### src/rtl/link_error_log_defs.svh
// Offsets, field positions, reset values and timing counts of the link error log
`ifndef LINK_ERROR_LOG_DEFS_SVH
`define LINK_ERROR_LOG_DEFS_SVH
// Byte addresses on the register bus
`define LEL_ERR_REG_OFFSET     20'h41000
`define LEL_PORT_REG_OFFSET    20'h41004
`define LEL_IRQ_STAT_OFFSET    20'h41008
`define LEL_IRQ_MASK_OFFSET    20'h4100C
// Error register bit positions, and the port register heartbeat select bit
`define LEL_BIT_VPE_NEW        24
`define LEL_BIT_VPE_OLD        23
`define LEL_BIT_RX_TBL_PAR     21
`define LEL_BIT_ACK_DROP       20
`define LEL_BIT_CMD_FRAME      19
`define LEL_BIT_FATAL          18
`define LEL_BIT_HB_EN          17
`define LEL_BIT_CHK_DIS        16
`define LEL_BIT_HB_SEL         26
// Reset value of every register
`define LEL_RESET_VALUE        32'h0000_0000
// Clock and heartbeat periods
`define LEL_CLK_HZ             40000000
`define LEL_HB_LONG_S          8
`define LEL_HB_SHORT_S         2
`define LEL_HB_LONG_CYC        (`LEL_HB_LONG_S * `LEL_CLK_HZ)
`define LEL_HB_SHORT_CYC       (`LEL_HB_SHORT_S * `LEL_CLK_HZ)
// Interrupt event bit positions
`define LEL_EV_VPE             0
`define LEL_EV_TBL             1
`define LEL_EV_ACK             2
`define LEL_EV_FRAME           3
`define LEL_EV_HB              4
`define LEL_EV_W               5
`endif

### src/rtl/link_error_log_pkg.sv
// Types shared by the link error log block
package link_error_log_pkg;
  // Link-side event strobes, one cycle each
  typedef struct packed {
    logic vert_par;     // Vertical parity error on a received packet
    logic horiz_par;    // Horizontal parity error on the same packet
    logic tbl_par_rx;   // Bad parity reading table entry for a link write
    logic tbl_direct;   // Table read is a direct software read
    logic ack_drop;     // Acknowledge response dropped
    logic cmd_mismatch; // Redundant command copies disagree
    logic tx_issue;     // This node issued a transmit transaction
  } link_event_t;
  // Heartbeat supervisor states
  typedef enum logic [1:0] {
    HB_IDLE  = 2'h0,
    HB_COUNT = 2'h1,
    HB_FATAL = 2'h2
  } hb_state_t;
endpackage

### src/rtl/link_error_log_low_half.sv
// Lower half of the link error register with heartbeat supervisor and Avalon slave
//
// What this block does
// - Vertical-only parity error sets flag, receive indication
// - Later revision reports vertical parity in bit 24
// - Receive table parity error sets flag, indication
// - Table parity error forwards write, byte enables off
// - No table parity check on direct reads
// - Dropped acknowledge recorded as clearable status bit
// - Command copy mismatch sets flag, forces fatal
// - Heartbeat enforcement takes port offline on silence
// - Heartbeat period selected by port register bit 26
// - Checking-disable bit suppresses all link parity reporting
// - Heartbeat is 8 s when selected, else 2 s
// - Heartbeat timeout sets flag, indications, fatal, link-ok low
`include "link_error_log_defs.svh"
`timescale 1ns/1ps
`default_nettype none
module link_error_log_low_half #(
  parameter logic [31:0] HB_LONG_CYC  = `LEL_HB_LONG_CYC,
  parameter logic [31:0] HB_SHORT_CYC = `LEL_HB_SHORT_CYC,
  parameter bit          LATER_REV    = 1'b0
) (
  // Clock, reset, enable
  input  wire logic                         sys_clk,
  input  wire logic                         rstn,
  input  wire logic                         clk_en,
  // Avalon-MM slave
  input  wire logic [19:0]                  avs_address,
  input  wire logic                         avs_read,
  input  wire logic                         avs_write,
  input  wire logic [31:0]                  avs_writedata,
  input  wire logic [3:0]                   avs_byteenable,
  output logic      [31:0]                  avs_readdata,
  output logic                              avs_waitrequest,
  // Link-side events
  input  wire link_error_log_pkg::link_event_t link_ev,
  input  wire logic                         fwd_valid,
  input  wire logic [3:0]                   fwd_byte_en_in,
  output logic      [3:0]                   fwd_byte_en_out,
  // Error state outputs
  output logic                              receive_parity_error_indication,
  output logic                              transmit_parity_error_indication,
  output logic                              fatal_state,
  output logic                              link_ok,
  output logic                              port_offline,
  output logic                              heartbeat_timeout,
  output logic                              irq
);
  // Register state
  logic [31:0] err_ff,  nxt_err;        // Error register image
  logic [31:0] port_ff, nxt_port;       // Port control register (only bit 26 used)
  logic [`LEL_EV_W-1:0] ist_ff, nxt_ist; // Interrupt status
  logic [`LEL_EV_W-1:0] imk_ff, nxt_imk; // Interrupt mask
  logic [31:0] rd_ff,   nxt_rd;         // Read data
  logic        ack_ff,  nxt_ack;        // Answer phase flag
  logic        rpe_ff,  nxt_rpe;        // Receive parity indication
  logic        tpe_ff,  nxt_tpe;        // Transmit parity indication
  logic        fatal_ff, nxt_fatal;     // Fatal link state
  logic        poison_ff, nxt_poison;   // Mask byte enables of the pending write
  logic [3:0]  fbe_ff,  nxt_fbe;        // Forwarded byte enables
  logic [31:0] hb_cnt_ff, nxt_hb_cnt;   // Heartbeat counter
  link_error_log_pkg::hb_state_t hb_ff, nxt_hb; // Heartbeat state
  // Decoded strobes and events
  logic        wr_acc, rd_acc;
  logic [31:0] wmask;
  logic        chk_on, ev_vpe, ev_tbl, ev_frame, ev_hb;
  logic [31:0] hb_limit;
  logic [31:0] w1c;

  // Byte lanes expanded to a bit mask
  always_comb begin
    for (int i = 0; i < 4; i++) begin
      wmask[i*8 +: 8] = {8{avs_byteenable[i]}};
    end
  end

  // Write accepted on the answer cycle; read data loaded in the wait cycle so it stands at the answer edge
  assign wr_acc = avs_write & ack_ff;
  assign rd_acc = avs_read & ~ack_ff;
  assign avs_waitrequest = (avs_read | avs_write) & ~ack_ff;
  assign avs_readdata = rd_ff;

  // Link-side event qualification
  always_comb begin
    chk_on   = ~err_ff[`LEL_BIT_CHK_DIS];
    ev_vpe   = chk_on & link_ev.vert_par & ~link_ev.horiz_par;
    ev_tbl   = chk_on & link_ev.tbl_par_rx & ~link_ev.tbl_direct;
    ev_frame = link_ev.cmd_mismatch;
    hb_limit = port_ff[`LEL_BIT_HB_SEL] ? HB_LONG_CYC : HB_SHORT_CYC;
  end

  // Heartbeat supervisor next state
  always_comb begin
    nxt_hb     = hb_ff;
    nxt_hb_cnt = hb_cnt_ff;
    ev_hb      = 1'b0;
    case (hb_ff)
      link_error_log_pkg::HB_IDLE: begin
        nxt_hb_cnt = 32'h0000_0000;
        if (err_ff[`LEL_BIT_HB_EN]) begin
          nxt_hb = link_error_log_pkg::HB_COUNT;
        end
      end
      link_error_log_pkg::HB_COUNT: begin
        if (!err_ff[`LEL_BIT_HB_EN]) begin
          nxt_hb = link_error_log_pkg::HB_IDLE;
        end else if (link_ev.tx_issue) begin
          nxt_hb_cnt = 32'h0000_0000;
        end else if (hb_cnt_ff >= hb_limit - 32'h0000_0001) begin
          ev_hb  = 1'b1;
          nxt_hb = link_error_log_pkg::HB_FATAL;
        end else begin
          nxt_hb_cnt = hb_cnt_ff + 32'h0000_0001;
        end
      end
      link_error_log_pkg::HB_FATAL: begin
        // Port stays offline until the fatal flag is cleared by software
        if (!fatal_ff) begin
          nxt_hb = link_error_log_pkg::HB_IDLE;
        end
      end
      default: nxt_hb = link_error_log_pkg::HB_IDLE;
    endcase
  end

  // Register file and error logging next state
  always_comb begin
    nxt_err    = err_ff;
    nxt_port   = port_ff;
    nxt_ist    = ist_ff;
    nxt_imk    = imk_ff;
    nxt_rd     = rd_ff;
    nxt_ack    = (avs_read | avs_write) & ~ack_ff;
    nxt_rpe    = rpe_ff;
    nxt_tpe    = tpe_ff;
    nxt_fatal  = fatal_ff;
    w1c        = (wr_acc && avs_address == `LEL_ERR_REG_OFFSET) ? (avs_writedata & wmask) : 32'h0000_0000;
    // Software writes: clears first, so hardware sets below win
    if (wr_acc) begin
      case (avs_address)
        `LEL_ERR_REG_OFFSET: begin
          nxt_err = err_ff & ~w1c;
          nxt_err[`LEL_BIT_HB_EN]  = (avs_writedata[`LEL_BIT_HB_EN] & wmask[`LEL_BIT_HB_EN]) |
                                     (err_ff[`LEL_BIT_HB_EN] & ~wmask[`LEL_BIT_HB_EN]);
          nxt_err[`LEL_BIT_CHK_DIS] = (avs_writedata[`LEL_BIT_CHK_DIS] & wmask[`LEL_BIT_CHK_DIS]) |
                                      (err_ff[`LEL_BIT_CHK_DIS] & ~wmask[`LEL_BIT_CHK_DIS]);
          if (w1c[`LEL_BIT_FATAL]) begin
            nxt_fatal = 1'b0;                                                  // Clearing fatal leaves the state
            nxt_rpe   = 1'b0;
            nxt_tpe   = 1'b0;
          end
        end
        `LEL_PORT_REG_OFFSET: nxt_port = (avs_writedata & wmask) | (port_ff & ~wmask);
        `LEL_IRQ_STAT_OFFSET: nxt_ist  = ist_ff & ~avs_writedata[`LEL_EV_W-1:0];
        `LEL_IRQ_MASK_OFFSET: nxt_imk  = avs_writedata[`LEL_EV_W-1:0];
        default: ;                                                             // Unmapped writes ignored
      endcase
    end
    // Hardware sets
    if (ev_vpe) begin
      if (LATER_REV) nxt_err[`LEL_BIT_VPE_NEW] = 1'b1;
      else           nxt_err[`LEL_BIT_VPE_OLD] = 1'b1;
      nxt_rpe = 1'b1;
    end
    if (ev_tbl) begin
      nxt_err[`LEL_BIT_RX_TBL_PAR] = 1'b1;
      nxt_rpe = 1'b1;
    end
    if (link_ev.ack_drop) nxt_err[`LEL_BIT_ACK_DROP] = 1'b1;
    if (ev_frame) begin
      nxt_err[`LEL_BIT_CMD_FRAME] = 1'b1;
      nxt_fatal = 1'b1;
    end
    if (ev_hb) begin
      nxt_rpe = 1'b1;
      nxt_tpe = 1'b1;
      nxt_fatal = 1'b1;
    end
    if (nxt_fatal & ~fatal_ff) nxt_err[`LEL_BIT_FATAL] = 1'b1;
    // Only the implemented lower-half bits are kept
    nxt_err = nxt_err & 32'h01BF_0000;
    if (!LATER_REV) nxt_err[`LEL_BIT_VPE_NEW] = 1'b0;
    else            nxt_err[`LEL_BIT_VPE_OLD] = 1'b0;
    // Interrupt status, set wins over clear
    nxt_ist = nxt_ist | {ev_hb, ev_frame, link_ev.ack_drop, ev_tbl, ev_vpe};
    // Read data mux
    if (rd_acc) begin
      case (avs_address)
        `LEL_ERR_REG_OFFSET:  nxt_rd = err_ff;
        `LEL_PORT_REG_OFFSET: nxt_rd = port_ff;
        `LEL_IRQ_STAT_OFFSET: nxt_rd = {27'h0, ist_ff};
        `LEL_IRQ_MASK_OFFSET: nxt_rd = {27'h0, imk_ff};
        default:              nxt_rd = 32'h0000_0000;                          // Unmapped reads zero
      endcase
    end
  end

  // Byte enables of forwarded writes
  always_comb begin
    nxt_poison = poison_ff;
    nxt_fbe    = fbe_ff;
    if (ev_tbl) nxt_poison = 1'b1;
    if (fwd_valid) begin
      nxt_fbe = (ev_tbl | poison_ff) ? 4'h0 : fwd_byte_en_in;
      if (!ev_tbl) nxt_poison = 1'b0;
    end
  end

  // State registers
  always_ff @(posedge sys_clk) begin
    if (!rstn) begin
      err_ff    <= `LEL_RESET_VALUE;
      port_ff   <= `LEL_RESET_VALUE;
      ist_ff    <= '0;
      imk_ff    <= '0;
      rd_ff     <= 32'h0000_0000;
      ack_ff    <= 1'b0;
      rpe_ff    <= 1'b0;
      tpe_ff    <= 1'b0;
      fatal_ff  <= 1'b0;
      poison_ff <= 1'b0;
      fbe_ff    <= 4'h0;
      hb_cnt_ff <= 32'h0000_0000;
      hb_ff     <= link_error_log_pkg::HB_IDLE;
    end else if (clk_en) begin
      err_ff    <= nxt_err;
      port_ff   <= nxt_port & 32'h0400_0000;
      ist_ff    <= nxt_ist;
      imk_ff    <= nxt_imk;
      rd_ff     <= nxt_rd;
      ack_ff    <= nxt_ack;
      rpe_ff    <= nxt_rpe;
      tpe_ff    <= nxt_tpe;
      fatal_ff  <= nxt_fatal;
      poison_ff <= nxt_poison;
      fbe_ff    <= nxt_fbe;
      hb_cnt_ff <= nxt_hb_cnt;
      hb_ff     <= nxt_hb;
    end
  end

  // Outputs
  assign receive_parity_error_indication  = rpe_ff;
  assign transmit_parity_error_indication = tpe_ff;
  assign fatal_state      = fatal_ff;
  assign link_ok          = ~fatal_ff;
  assign port_offline     = fatal_ff;
  assign heartbeat_timeout = (hb_ff == link_error_log_pkg::HB_FATAL);
  assign fwd_byte_en_out  = fbe_ff;
  assign irq              = |(ist_ff & imk_ff);
endmodule
`default_nettype wire

### config.mk
export PLATFORM = sky130hd
export DESIGN_NAME = link_error_log_low_half
export DESIGN_NICKNAME = d
export VERILOG_FILES = /design/src/rtl/link_error_log_pkg.sv /design/src/rtl/link_error_log_low_half.sv
export VERILOG_INCLUDE_DIRS = /design/src /design/src/rtl
export SDC_FILE = /design/constraint.sdc
export NUM_CORES = 1
export LEC_CHECK = 0
export BUFFER_PORTS_ARGS = -buffer_cell sky130_fd_sc_hd__clkbuf_2
export CAP_MARGIN = 20
export CORE_MARGIN = 2
export CORE_UTILIZATION = 56
export DETAILED_ROUTE_END_ITERATION = 6
export HOLD_SLACK_MARGIN = 0.05
export PLACE_DENSITY_LB_ADDON = 0.15
export SLEW_MARGIN = 20
export SYNTH_ARGS = -nofsm -noshare
export SYNTH_HDL_FRONTEND = slang
export SYNTH_SLANG_ARGS = --single-unit
export TNS_END_PERCENT = 5
### constraint.sdc
create_clock -name sys_clk -period 7.6 [get_ports sys_clk]
set_input_delay 0.76 -clock sys_clk [delete_from_list [all_inputs] [get_ports sys_clk]]
set_output_delay 0.76 -clock sys_clk [all_outputs]
set_load 0.01 [all_outputs]
==> summary.md <==
| Metric | Value |
|---|---|
| Multi-input gate area | approximately 2400 sq um |
| Outcome | completed |
| Setup TNS | 0 ns |
| Total power divided by cell area | between 150 and 200 nW/um^2 |
| Antenna violations before repair | 0 |
| Routed WL | roughly 10000 um |
| Hold Crit Endpoint | avs_readdata[26]$_SDFFE_PN0P_ |
| # DRC | 0 |
| Hold Crit Class | reg2reg |
| Fill cell count | ~660 |
| Longest Clk Path Bufs | 2 |
| Worst setup EP type | flip-flop |
| Pre-antenna DRT Iters | 4 |
| Htree depth | 3 |
| Starting Density | between 50 and 60% |
| Peak supply drop | between 0.1 and 0.15 mV |
| Std-Cell Rows | 31 |
| Reg2reg end | hb_cnt_ff[29]$_SDFFE_PN0P_ |
| Reg clk slew, reported paths | roughly 0.08 ns |
| WL/cell | about 15 um |
| Vias in the first global route | roughly 3400 |
| DR vias | just under 4000 |
| Share of cells above drive strength 1 | 21.1% |
| RSZ-0062 raised after global routing | false |
| DR vias/cell | 5.96 |
| Drt initial violations | between 200 and 250 |
| CTS root buffer | clkbuf_8 |
| Yosys warnings | 0 |
| Worst-margin pin slew | 0.925 ns |
| Startpoint Class | flip-flop |
| Leak Pwr | 1.84 nW |
| Largest net degree at the start of global routing | between 40 and 50 |
| Average size of a mapped cell | between 8 and 9 sq um |
| Synth Register Bits | 74 |
| Post-layout min period | between 3 and 4 ns |
| Final setup viols | 0 |
| Async SR Flop Fraction | 0% |
| Antenna Cells | 0 |
| Core region area | approximately 7000 sq um |
| Die ar. | approximately 8000 sq um |
| Worst relative slew slack | ~37% |
| Nets@finish | ~630 |
| Area added between synthesis and finish | 15.1% |
| Fmax | 300 MHz |
| Resized cells post-CTS | 0 |
| Clock buffers created by TritonCTS | 9 |
| Hold Path Cell Cnt | 2 |
| Horiz. Die Dim | between 80 and 90 um |
| GRT Total Usage | roughly a quarter |
| Max Cap Violations | 0 |
| Final hold slack | around 0.45 ns |
| Critical path type | reg2reg |
| First-pass GRT wire length | ~16000 um |
| # hold bufs at CTS | 0 |
| Syn Inst Count | 478 |
| Skew final | roughly 0.012 ns |
| Post-DP HPWL | ~7000 um |
| Synth cell types | 60 |
| Antenna Nets Post-Route | 0 |
| Crit path DAT | around 3.6 ns |
| Reg area | 1480 sq um |
| Worst reg2reg path depth | 9 |
| CP max FO | 31 |
| Clk sink count | 74 |
| Grt ovf | 0 |
| PortBufs | 76 |
| Clock Latency Late Sink | around 0.36 ns |
| Number of flops mapped to enable cells by yosys | 0 |
| Hold Fails Final Rpt | 0 |
| Worst hold start | avs_readdata[26]$_SDFFE_PN0P_ |
| Crit path required time | about 8 ns |
| I/O pin cnt | roughly 120 |
| CTS tree | built |
| Routability cong. | between 0.8 and 0.9 |
| Slew Limit Fails | 0 |
| Die H | slightly below 90 um |
| Sequential share of the synthesized area | 36.5% |
| Post-CTS Setup Inserts | 0 |
| Reg-to-reg setup timing slack | between 4 and 5 ns |
| Cell area after synthesis | between 4000 and 5000 sq um |
| Period Utilization, post-route | a little over two fifths |
| Commonest register cell after synthesis | dfxtp_1 |
-- metal layers --
layer	share of wire (%)	track usage, %	routed length (um)
met1	44	33.5	4260
met2	49	40.5	4780
met3	6.1	4.25	591
met4	1.3	8.68	127
met5	0	0	0
-- state kept, by name (all words and copies together) (netlist names), named ones only --
name / flops
fwd_byte_en_out: 4
transmit_parity_error_indication: 1
receive_parity_error_indication: 1
avs_readdata: 13
hb_cnt_ff: 32
poison_ff: 1
err_ff: 5
ist_ff: 5
hb_ff: 2
fatal_state: 1
ack_ff: 1
imk_ff: 5
-- report_power, final --
part / internal (mW) / leakage, nW / switching [mW]
logic: 0.0230 / 1.12 / 0.0365
registers: 0.393 / 0.599 / 0.00508
clock network: 0.198 / 0.119 / 0.161
-- worst max-delay path, cell delays in order (launching register included) --
cell and delay, ns:
dfxtp_1 0.54, inv_1 0.26, ha_1 0.35, nand2_1 0.08
nor4_1 0.53, o2111ai_1 0.37, a31oi_4 0.60, buf_16 0.23
nor4b_1 0.07, o21a_1 0.18
-- cells by family (layout without fill, tap and decap cells) --
kind of cell | count (synthesis) | after routing | share of synthesized area (%)
and+or+nand+nor | 194 | 194 | 26.7
AOI/OAI and AO/OA | 122 | 122 | 20.0
DFF | 74 | 74 | 36.5
buffers and inverters | 53 | 107 | 7.40
muxes | 18 | 18 | 4.44
adders and majority gates | 15 | 15 | 4.63
other | 1 | 19 | 0.0924
xor gates and xnor gates | 1 | 1 | 0.216
-- layout by cell type, fill, tap and decap left out, types with 8 or more instances in the layout --
cell type   n
nor2_1     33
conb_1     19
nand4_1    10
nor3_1      8
clkbuf_2   76
a21oi_1    43
nand3_1    32
ha_1       15
dfxtp_1    74
mux2i_1    18
nor4_1      9
nand2_1    43
or4_1      14
and3_1     10
o31ai_1    15
inv_1      11
clkbuf_8   10
o21ai_0    14
-- metrics by stage --
stage,utilization (%),power (mW),cells,setup slack (ns),cell area (sq um)
after CTS,65.1,0.821,648,3.83,4640
after floorplan,-,0.446,496,5.07,4130
after detailed placement,61.8,0.466,632,3.88,4410
after global placement,61.8,0.465,632,4.00,4410
after global routing,65.4,0.848,649,4.06,4670
final,65.4,0.817,649,4.27,4670
-- worst max path at each step --
stage	slack (ns)	depth (start not counted)	endpoint	startpoint
2_1_floorplan	5.07	9	hb_cnt_ff[19]$_SDFFE_PN0P_	flip-flop
3_3_place_gp	4.00	8	receive_parity_error_indication$_SDFFE_PN0P_	flip-flop
3_5_place_dp	3.88	8	receive_parity_error_indication$_SDFFE_PN0P_	flip-flop
4_1_cts	3.83	8	receive_parity_error_indication$_SDFFE_PN0P_	flip-flop
5_1_grt	4.06	8	receive_parity_error_indication$_SDFFE_PN0P_	flip-flop
6_report	4.27	9	hb_cnt_ff[29]$_SDFFE_PN0P_	flip-flop
-- synthesized netlist by cell type, drive strengths merged, types with 11 or more instances --
| master | n | share of area [%] |
|---|---|---|
| nor4 | 11 | 2.2 |
| nor2 | 33 | 3.1 |
| a21oi | 45 | 5.7 |
| nand4 | 11 | 2.1 |
| clkbuf | 14 | 1.3 |
| mux2i | 18 | 4.4 |
| nand2 | 43 | 4.0 |
| ha | 15 | 4.6 |
| nand3 | 32 | 3.9 |
| inv | 11 | 1.0 |
| or4 | 14 | 2.6 |
| dfxtp | 74 | 37 |
| o31ai | 15 | 2.8 |
| o21ai | 15 | 1.9 |
| buf | 28 | 5.1 |
-- layout make-up --
cell class	count	share of cell area (%)
multi-input combinational	369	50.5
clock buffer	10	2.95
clock inverter	6	2.09
tap	99	2.65
timing repair buffer	80	9.22
sequential	74	31.7
inverter	11	0.884
(Power assumes the default switching activity.)
